**src/rtl/hscl_pkg.sv**
```systemverilog
/*
  Shared constants of the field switch configuration and lock block:
  command addresses, field widths, reset values and datapath scaling.
  Assumes a telegram decoder on the same clock delivers decoded commands.
*/
package hscl_pkg;

  localparam int DATA_W    = 14;
  localparam int ADDR_W    = 4;
  localparam int UIB_W     = 13;
  localparam int UIB_COUNT = 4;
  localparam int OFFS_W    = 12;
  localparam int GAIN_W    = 14;
  localparam int LEVEL_W   = 9;
  localparam int FMT_W     = 3;
  localparam int LOCK_W    = 2;

  // Command addresses of the programmable registers and the read-only readouts
  localparam logic [3:0] ADDR_FORMAT  = 4'h0;
  localparam logic [3:0] ADDR_OFFSET  = 4'h1;
  localparam logic [3:0] ADDR_GAIN    = 4'h2;
  localparam logic [3:0] ADDR_RELEASE = 4'h3;
  localparam logic [3:0] ADDR_OPERATE = 4'h4;
  localparam logic [3:0] ADDR_UIB0    = 4'h5;
  localparam logic [3:0] ADDR_UIB3    = 4'h8;
  localparam logic [3:0] ADDR_LOCK    = 4'h9;
  localparam logic [3:0] ADDR_RAW     = 4'hA;
  localparam logic [3:0] ADDR_PROC    = 4'hB;

  // Values after reset
  localparam logic [2:0]  FORMAT_RESET  = 3'h4;
  localparam logic [11:0] OFFSET_RESET  = 12'h800;
  localparam logic [13:0] GAIN_RESET    = 14'h0266;
  localparam logic [8:0]  RELEASE_RESET = 9'h000;
  localparam logic [8:0]  OPERATE_RESET = 9'h1FF;

  // Output format codes
  localparam logic [2:0] FMT_CALIB = 3'h0;
  localparam logic [2:0] FMT_POS   = 3'h4;
  localparam logic [2:0] FMT_NEG   = 3'h5;

  // Signal scale: one code is one offset step, supply is 1023 codes
  localparam logic signed [15:0] OFFSET_ZERO = 16'sh0800;
  localparam logic signed [15:0] SUPPLY_CODE = 16'sh03FF;
  localparam logic [8:0]         RELEASE_MAX = 9'h100;
  localparam int                 GAIN_FRAC   = 14;

  // Busy cycles of a read; the answer comes in the cycle after
  localparam int READ_LATENCY = 2;

  typedef enum logic [2:0] {
    ST_BOOT,
    ST_BOOT_WAIT,
    ST_IDLE,
    ST_READ,
    ST_READ_WAIT,
    ST_STORE
  } hscl_state_type;

endpackage : hscl_pkg

```
**src/rtl/hscl_nvstore.sv**
```systemverilog
/*
  Non-volatile word store: four user information words and the lock word.
  Contents survive reset; read data come out of a register one cycle late.
  Assumes one write and one read per cycle at most.
*/
`timescale 1ns/10ps
module hscl_nvstore
  import hscl_pkg::*;
(
  input  wire logic              clk_i,
  input  wire logic              reset_n_i,
  input  wire logic              wr_en_i,
  input  wire logic [ADDR_W-1:0] wr_addr_i,
  input  wire logic [DATA_W-1:0] wr_data_i,
  input  wire logic [ADDR_W-1:0] rd_addr_i,
  output logic      [DATA_W-1:0] rd_data_o
);

  // Erased cells read as zero on first power
  logic [DATA_W-1:0] cell_mem [0:(1<<ADDR_W)-1] = '{default: '0};

  // No reset on the array: it models cells that keep their charge
  always_ff @(posedge clk_i) begin
    if (wr_en_i) begin
      cell_mem[wr_addr_i] <= wr_data_i;
    end
  end

  always_ff @(posedge clk_i or negedge reset_n_i) begin
    if (!reset_n_i) begin
      rd_data_o <= '0;
    end else begin
      rd_data_o <= cell_mem[rd_addr_i];
    end
  end

endmodule : hscl_nvstore

```
**src/rtl/hscl_core.sv**
```systemverilog
/*
  Configuration, readback and lock logic of a programmable field switch.
  Holds offset, gain, thresholds and output format, runs the processing
  datapath and the hysteresis comparator, and answers decoded commands.
  Assumes the supply telegram decoder and the field filter sit on CLK_I.
*/
`timescale 1ns/10ps
module hscl_core
  import hscl_pkg::*;
(
  input  wire logic              CLK_I,
  input  wire logic              RESET_N_I,
  input  wire logic              CMD_VALID_I,
  input  wire logic              CMD_WRITE_I,
  input  wire logic              CMD_STORE_I,
  input  wire logic [ADDR_W-1:0] CMD_ADDR_I,
  input  wire logic [DATA_W-1:0] CMD_WDATA_I,
  input  wire logic [DATA_W-1:0] RAW_SAMPLE_I,
  output logic                   CMD_READY_O,
  output logic                   ANS_VALID_O,
  output logic      [DATA_W-1:0] ANS_DATA_O,
  output logic                   SWITCH_OUT_O,
  output logic                   LOCKED_O
);

  hscl_state_type state_reg;
  hscl_state_type state_next;

  logic [FMT_W-1:0]   format_reg;
  logic [OFFS_W-1:0]  offset_reg;
  logic [GAIN_W-1:0]  gain_reg;
  logic [LEVEL_W-1:0] release_reg;
  logic [LEVEL_W-1:0] operate_reg;
  logic [UIB_W-1:0]   stage_reg [0:UIB_COUNT-1];
  logic               lock_active_reg;
  logic [1:0]         store_idx_reg;
  logic [ADDR_W-1:0]  rd_addr_reg;
  logic               ans_valid_reg;
  logic [DATA_W-1:0]  ans_data_reg;
  logic [DATA_W-1:0]  raw_reg;
  logic [DATA_W-1:0]  proc_reg;
  logic               switch_on_reg;

  logic               cmd_take;
  logic               cmd_wr;
  logic               cmd_rd;
  logic               cmd_store;
  logic               mem_wr_en;
  logic [ADDR_W-1:0]  mem_wr_addr;
  logic [DATA_W-1:0]  mem_wr_data;
  logic [ADDR_W-1:0]  mem_rd_addr;
  logic [DATA_W-1:0]  mem_rd_data;
  logic [DATA_W-1:0]  proc_reversed;
  logic [DATA_W-1:0]  read_value;
  logic [1:0]         uib_idx;
  logic               is_uib;

  logic signed [27:0] product;
  logic signed [15:0] scaled;
  logic signed [15:0] offset_raw;
  logic signed [15:0] offset_eff;
  logic signed [15:0] ceiling;
  logic signed [15:0] sum;
  logic signed [15:0] clipped;
  logic [LEVEL_W-1:0] release_eff;
  logic [DATA_W-1:0]  release_code;
  logic [DATA_W-1:0]  operate_code;

  // Commands are silently dropped once the lock is live
  assign CMD_READY_O = (state_reg == ST_IDLE);
  assign cmd_take    = CMD_VALID_I && CMD_READY_O && !lock_active_reg;
  assign cmd_store   = cmd_take && CMD_STORE_I;
  assign cmd_wr      = cmd_take && !CMD_STORE_I && CMD_WRITE_I;
  assign cmd_rd      = cmd_take && !CMD_STORE_I && !CMD_WRITE_I;
  assign is_uib      = (CMD_ADDR_I >= ADDR_UIB0) && (CMD_ADDR_I <= ADDR_UIB3);
  assign uib_idx     = 2'(CMD_ADDR_I - ADDR_UIB0);

  always_comb begin
    state_next = state_reg;
    case (state_reg)
      ST_BOOT: begin
        state_next = ST_BOOT_WAIT;
      end
      ST_BOOT_WAIT: begin
        state_next = ST_IDLE;
      end
      ST_IDLE: begin
        if (cmd_store) begin
          state_next = ST_STORE;
        end else if (cmd_rd) begin
          state_next = ST_READ;
        end
      end
      ST_READ: begin
        state_next = ST_READ_WAIT;
      end
      ST_READ_WAIT: begin
        state_next = ST_IDLE;
      end
      ST_STORE: begin
        if (store_idx_reg == 2'(UIB_COUNT - 1)) begin
          state_next = ST_IDLE;
        end
      end
      default: begin
        state_next = ST_BOOT;
      end
    endcase
  end

  always_ff @(posedge CLK_I or negedge RESET_N_I) begin
    if (!RESET_N_I) begin
      state_reg <= ST_BOOT;
    end else begin
      state_reg <= state_next;
    end
  end

  // Lock state is sampled once per power-up from the stored word
  always_ff @(posedge CLK_I or negedge RESET_N_I) begin
    if (!RESET_N_I) begin
      lock_active_reg <= 1'b0;
    end else if (state_reg == ST_BOOT_WAIT) begin
      lock_active_reg <= mem_rd_data[0];
    end
  end

  assign LOCKED_O = lock_active_reg;

  always_ff @(posedge CLK_I or negedge RESET_N_I) begin
    if (!RESET_N_I) begin
      format_reg  <= FORMAT_RESET;
      offset_reg  <= OFFSET_RESET;
      gain_reg    <= GAIN_RESET;
      release_reg <= RELEASE_RESET;
      operate_reg <= OPERATE_RESET;
    end else if (cmd_wr) begin
      case (CMD_ADDR_I)
        ADDR_FORMAT: begin
          format_reg <= CMD_WDATA_I[FMT_W-1:0];
        end
        ADDR_OFFSET: begin
          offset_reg <= CMD_WDATA_I[OFFS_W-1:0];
        end
        ADDR_GAIN: begin
          gain_reg <= CMD_WDATA_I[GAIN_W-1:0];
        end
        ADDR_RELEASE: begin
          release_reg <= CMD_WDATA_I[LEVEL_W-1:0];
        end
        ADDR_OPERATE: begin
          operate_reg <= CMD_WDATA_I[LEVEL_W-1:0];
        end
        default: begin
        end
      endcase
    end
  end

  // Block writes land in staging; only the store commits them
  generate
    for (genvar g = 0; g < UIB_COUNT; g++) begin : gen_stage
      always_ff @(posedge CLK_I or negedge RESET_N_I) begin
        if (!RESET_N_I) begin
          stage_reg[g] <= '0;
        end else if (cmd_wr && is_uib && (uib_idx == 2'(g))) begin
          stage_reg[g] <= CMD_WDATA_I[UIB_W-1:0];
        end
      end
    end
  endgenerate

  always_ff @(posedge CLK_I or negedge RESET_N_I) begin
    if (!RESET_N_I) begin
      store_idx_reg <= 2'h0;
    end else if (state_reg == ST_STORE) begin
      store_idx_reg <= store_idx_reg + 2'h1;
    end else begin
      store_idx_reg <= 2'h0;
    end
  end

  // Lock word is written only with bit 0 set, so it can never clear
  always_comb begin
    mem_wr_en   = 1'b0;
    mem_wr_addr = ADDR_LOCK;
    mem_wr_data = '0;
    if (state_reg == ST_STORE) begin
      mem_wr_en   = 1'b1;
      mem_wr_addr = ADDR_W'(ADDR_UIB0 + {2'h0, store_idx_reg});
      mem_wr_data = {1'b0, stage_reg[store_idx_reg]};
    end else if (cmd_wr && (CMD_ADDR_I == ADDR_LOCK) && CMD_WDATA_I[0]) begin
      mem_wr_en   = 1'b1;
      mem_wr_addr = ADDR_LOCK;
      mem_wr_data = {12'h000, CMD_WDATA_I[1], 1'b1};
    end
  end

  assign mem_rd_addr = (state_reg == ST_BOOT) ? ADDR_LOCK : rd_addr_reg;

  always_ff @(posedge CLK_I or negedge RESET_N_I) begin
    if (!RESET_N_I) begin
      rd_addr_reg <= '0;
    end else if (cmd_rd) begin
      rd_addr_reg <= CMD_ADDR_I;
    end
  end

  hscl_nvstore u_nvstore (
    .clk_i     (CLK_I),
    .reset_n_i (RESET_N_I),
    .wr_en_i   (mem_wr_en),
    .wr_addr_i (mem_wr_addr),
    .wr_data_i (mem_wr_data),
    .rd_addr_i (mem_rd_addr),
    .rd_data_o (mem_rd_data)
  );

  // Processing datapath: gain times raw, plus offset, then clipped
  assign product    = $signed(RAW_SAMPLE_I) * $signed(gain_reg);
  assign scaled     = {{2{product[27]}}, product[27:GAIN_FRAC]};
  assign offset_raw = $signed({4'h0, offset_reg}) - OFFSET_ZERO;

  always_comb begin
    offset_eff = offset_raw;
    if (offset_raw > SUPPLY_CODE) begin
      offset_eff = SUPPLY_CODE;
    end else if (offset_raw < -SUPPLY_CODE) begin
      offset_eff = -SUPPLY_CODE;
    end
  end

  assign sum     = scaled + offset_eff;
  assign ceiling = (offset_eff < 16'sh0000) ? SUPPLY_CODE + offset_eff : SUPPLY_CODE;

  always_comb begin
    clipped = sum;
    if (sum > ceiling) begin
      clipped = ceiling;
    end else if (sum < 16'sh0000) begin
      clipped = 16'sh0000;
    end
  end

  always_ff @(posedge CLK_I or negedge RESET_N_I) begin
    if (!RESET_N_I) begin
      raw_reg  <= '0;
      proc_reg <= '0;
    end else begin
      raw_reg  <= RAW_SAMPLE_I;
      proc_reg <= clipped[DATA_W-1:0];
    end
  end

  // Levels step twice as coarse as the signal, hence the shift
  assign release_eff  = (release_reg > RELEASE_MAX) ? RELEASE_MAX : release_reg;
  assign release_code = {4'h0, release_eff, 1'b0};
  assign operate_code = {4'h0, operate_reg, 1'b0};

  always_ff @(posedge CLK_I or negedge RESET_N_I) begin
    if (!RESET_N_I) begin
      switch_on_reg <= 1'b0;
    end else if (proc_reg > operate_code) begin
      switch_on_reg <= 1'b1;
    end else if (proc_reg < release_code) begin
      switch_on_reg <= 1'b0;
    end else begin
      switch_on_reg <= switch_on_reg;
    end
  end

  always_ff @(posedge CLK_I or negedge RESET_N_I) begin
    if (!RESET_N_I) begin
      SWITCH_OUT_O <= 1'b1;
    end else if (format_reg == FMT_NEG) begin
      SWITCH_OUT_O <= switch_on_reg;
    end else begin
      SWITCH_OUT_O <= !switch_on_reg;
    end
  end

  generate
    for (genvar b = 0; b < DATA_W; b++) begin : gen_rev
      assign proc_reversed[b] = proc_reg[DATA_W-1-b];
    end
  endgenerate

  always_comb begin
    read_value = '0;
    case (rd_addr_reg)
      ADDR_FORMAT: begin
        read_value = {11'h000, format_reg};
      end
      ADDR_OFFSET: begin
        read_value = {2'h0, offset_reg};
      end
      ADDR_GAIN: begin
        read_value = gain_reg;
      end
      ADDR_RELEASE: begin
        read_value = {5'h00, release_reg};
      end
      ADDR_OPERATE: begin
        read_value = {5'h00, operate_reg};
      end
      ADDR_RAW: begin
        read_value = raw_reg;
      end
      ADDR_PROC: begin
        read_value = (format_reg == FMT_CALIB) ? proc_reversed : '0;
      end
      default: begin
        read_value = mem_rd_data;
      end
    endcase
  end

  always_ff @(posedge CLK_I or negedge RESET_N_I) begin
    if (!RESET_N_I) begin
      ans_valid_reg <= 1'b0;
      ans_data_reg  <= '0;
    end else if (state_reg == ST_READ_WAIT) begin
      ans_valid_reg <= 1'b1;
      ans_data_reg  <= read_value;
    end else begin
      ans_valid_reg <= 1'b0;
    end
  end

  assign ANS_VALID_O = ans_valid_reg;
  assign ANS_DATA_O  = ans_data_reg;

endmodule : hscl_core

```
**config.mk**
```make
export PLATFORM = sky130hd
export DESIGN_NAME = hscl_core
export DESIGN_NICKNAME = d
export VERILOG_FILES = /design/src/rtl/hscl_pkg.sv /design/src/rtl/hscl_nvstore.sv /design/src/rtl/hscl_core.sv
export SDC_FILE = /design/constraint.sdc
export NUM_CORES = 1
export LEC_CHECK = 0
export ABC_AREA = 0
export BUFFER_PORTS_ARGS = -buffer_cell sky130_fd_sc_hd__buf_2
export CAP_MARGIN = 20
export CORE_ASPECT_RATIO = 1.25
export CORE_MARGIN = 4
export CORE_UTILIZATION = 24
export DETAILED_ROUTE_END_ITERATION = 16
export HOLD_SLACK_MARGIN = 0.12
export SLEW_MARGIN = 20
export SYNTH_ARGS = -nofsm -noshare
export SYNTH_HDL_FRONTEND = slang
export SYNTH_SLANG_ARGS = --single-unit
```
**constraint.sdc**
```tcl
create_clock -name CLK_I -period 10.55 [get_ports CLK_I]
set_clock_uncertainty 0.05 [all_clocks]
set_input_delay 0 -clock CLK_I [delete_from_list [all_inputs] [get_ports CLK_I]]
set_output_delay 0 -clock CLK_I [all_outputs]
set_load 0.01 [all_outputs]
```
==> impl_metrics.toml <==
[outcome]
status = "completed"

[yosys]
synth_edf_count = 156
syn-cell-area_um2 = 22800
synthCells = 2079
ys.flop_type = "edfxtp_1"
ys_async_sr_fraction_pct = 51.7
yosysSeqAreaShare_pct = 39.0
synth-seq-cells = 323
ys_types = 66
synth_warnings = 0
synth_area_per_cell_um2 = 10.9

[critical_path]
start_kind = "flip-flop"
critPathRequiredTime_ns = 10.91
end_kind = "flip-flop"
crit_type = "flip-flop to flip-flop"
arrival_ns = 9.77
cp_common_cell = "fa_1"
cp_max_fo = 25
worst_path_max_delay_cell = "fa_1"
max_stage_delay_ns = 0.53

[timing]
setup_viol = 0
period_needed_ns = 9.41
fmax_mhz = 106
period_share_pct = 89.2
tns_ns = 0
whs_ns = 0.296
worst_slack_ns = 1.14
rsz0062_at_grt = "no"
maxSlewHeadroom_pct = 28.6
slew_violations = 0
tightest_slew_ns = 1.07
hold_viol_final = 0

[grt]
grt_busiest_layer = "met2"
use_met2_pct = 21.0
met3_usage_pct = 1.80
grt_usage_pct = 11.7
gr-total-overflow = 0
grt_antenna_before_repair = 8
use_met1_pct = 14.2
grt_max_degree = 79
grt_pass1_wl_mm = 93.3
grt_pass1_vias = 16439

[power]
combPwrFrac_pct = 46.1
total_power_w = 0.00532
vdd_drop_max_v = 0.000123
switching_power_w = 0.00219
pwr_density_cell_nw_per_um2 = 204
seq_power_share_pct = 31.7
intPower_w = 0.00312
clock_power_share_pct = 22.2
switching_share_pct = 41.2
p_leak_nw = 11.7

[detailed_routing]
drt_iter0_markers = 919
wire_per_inst_um = 17.0
drtPass1Iterations = 7
antenna_left = 0
routed_via_density = 4.53
vias = 15511
wl_mm = 58.1
post-route-drc-count = 0

[clock_tree]
worstSkewPairLatency_ns = 0.53
h-tree-depth = 2
ctsResizeCount = 0
cts_buffer_depth = 3
cts_tree = "done"
cts-root-buf = "clkbuf_16"
clkSlewWorstSetupHoldPaths_ns = 0.06
cts_buffers = 34
postCtsSetupBuffers = 0
cts_sinks = 323

[placement]
pre_cts_ws_ns = 1.15
dp_hpwl_mm = 42.5
place_congestion = 0.849
port_buffers = 54

[floorplanning]
core_area_um2 = 94300
fp.dieArea_um2 = 99800
rows = 126
fp.dieW_um = 283
io_pins = 55
start_util_pct = 24.1
die_h_um = 352

[cells_and_area]
largest_reg_flops = 156
layout-drive-gt1-share_pct = 13.2
area_growth_pct = 14.6
fillers = 9820
fin_nets = 2530

[hold_path]
hold_class = "input pin to flip-flop"

[run]
maxCapViolations = 0
[critical path: cells and delay by family (launching register included)]
kind / cells / cell delay [ns]
simple gates: 7 / 0.74
buf+inv: 7 / 0.55
compound gates: 14 / 2.81
flops: 1 / 0.52
xor+xnor: 2 / 0.33
fa+ha+maj: 10 / 4.28
[cell usage after synthesis, drive strengths merged, types with 73 or more instances]
library cell	instances	area [um2]
nor2	101	392
inv	244	916
dfrtp	150	3750
a21oi	123	616
fa	195	3900
o21ai	121	609
edfxtp	156	4680
clkbuf	73	274
and2	117	732
ha	114	1430
mux2	103	1160
nand2	183	687
[layer usage]
layer / routed length (um) / share of wire (%)
met4: 1910 / 3.3
met1: 23500 / 40
met3: 2520 / 4.3
met2: 30100 / 52
met5: 76 / 0.13
[cell usage in the layout (no fill, tap or decap), types with 26 or more instances in the layout]
cell type,instances
conb_1,52
dlygate4sd3_1,44
nand3_1,35
mux2_2,92
dfrtp_1,148
clkbuf_16,35
fa_1,195
nand2_1,183
a21oi_1,123
edfxtp_1,156
o21ai_0,108
nor2_1,96
mux4_2,26
inv_1,244
ha_1,114
and2_1,107
xnor2_1,33
buf_2,54
[cell families (layout without fill, tap and decap cells)]
family                   Yosys count  count (layout)  share of synthesized area [%]
AO/OA/AOI/OAI                    362             362                           9.51
XOR/XNOR                          41              41                           1.58
adder cells (fa/ha/maj)          309             309                           23.4
buffers and inverters            351             429                           6.00
flip-flops                       323             323                           39.0
multiplexers                     152             152                           8.68
other                              1              54                         0.0165
AND/OR/NAND/NOR                  540             540                           11.7
[repair_timing]
item                                    in CTS  in global routing
endpoints found under the setup margin       0                  0
hold buffers                                45                  0
endpoints found under the hold margin      218                  0
[power groups by stage]
stage | Clock, W | Combinational, W | Sequential [W]
2_1_floorplan | 0 | 0.00183 | 0.00160
3_3_place_gp | 0 | 0.00242 | 0.00170
3_5_place_dp | 0 | 0.00246 | 0.00170
4_1_cts | 0.00121 | 0.00249 | 0.00168
5_1_grt | 0.00126 | 0.00279 | 0.00170
6_report | 0.00118 | 0.00245 | 0.00168
[layout make-up]
| cell class | count | area (um2) | share of cell area, % |
|---|---|---|---|
| timing repair buffer | 123 | 902 | 3.46 |
| sequential | 323 | 8890 | 34.1 |
| clock buffer | 49 | 992 | 3.81 |
| clock inverter | 11 | 108 | 0.413 |
| tap | 1216 | 1520 | 5.84 |
| inverter | 246 | 923 | 3.54 |
| antenna | 2 | 5.00 | 0.0192 |
| multi-input combinational | 1456 | 12700 | 48.8 |
[through the flow]
step / cell area (um2) / utilization, % / cells
detailed placement: 24500 / 26.0 / 3319
finish: 26100 / 27.7 / 3426
floorplan: 22900 / - / 2130
global route: 26100 / 27.7 / 3426
global placement: 24500 / 26.0 / 3319
CTS: 26100 / 27.7 / 3424
[final timing paths]
| path | to | slack [ns] | cells after the start | startpoint |
|---|---|---|---|---|
| worst max-delay path | proc_reg[13] | 1.14 | 40 | gain_reg[3] |
| worst min-delay path | raw_reg[13] | 0.30 | 2 | RAW_SAMPLE_I[13] |
| worst max register to register | proc_reg[13] | 1.14 | 40 | gain_reg[3] |
| worst min register to register | ANS_DATA_O[7] | 0.42 | 2 | ANS_DATA_O[7] |
| max in group asynchronous | ANS_DATA_O[7] | 8.46 | 4 | RESET_N_I |
| min in group asynchronous | stage_reg[28] | 0.57 | 3 | RESET_N_I |
(Power assumes the default switching activity.)
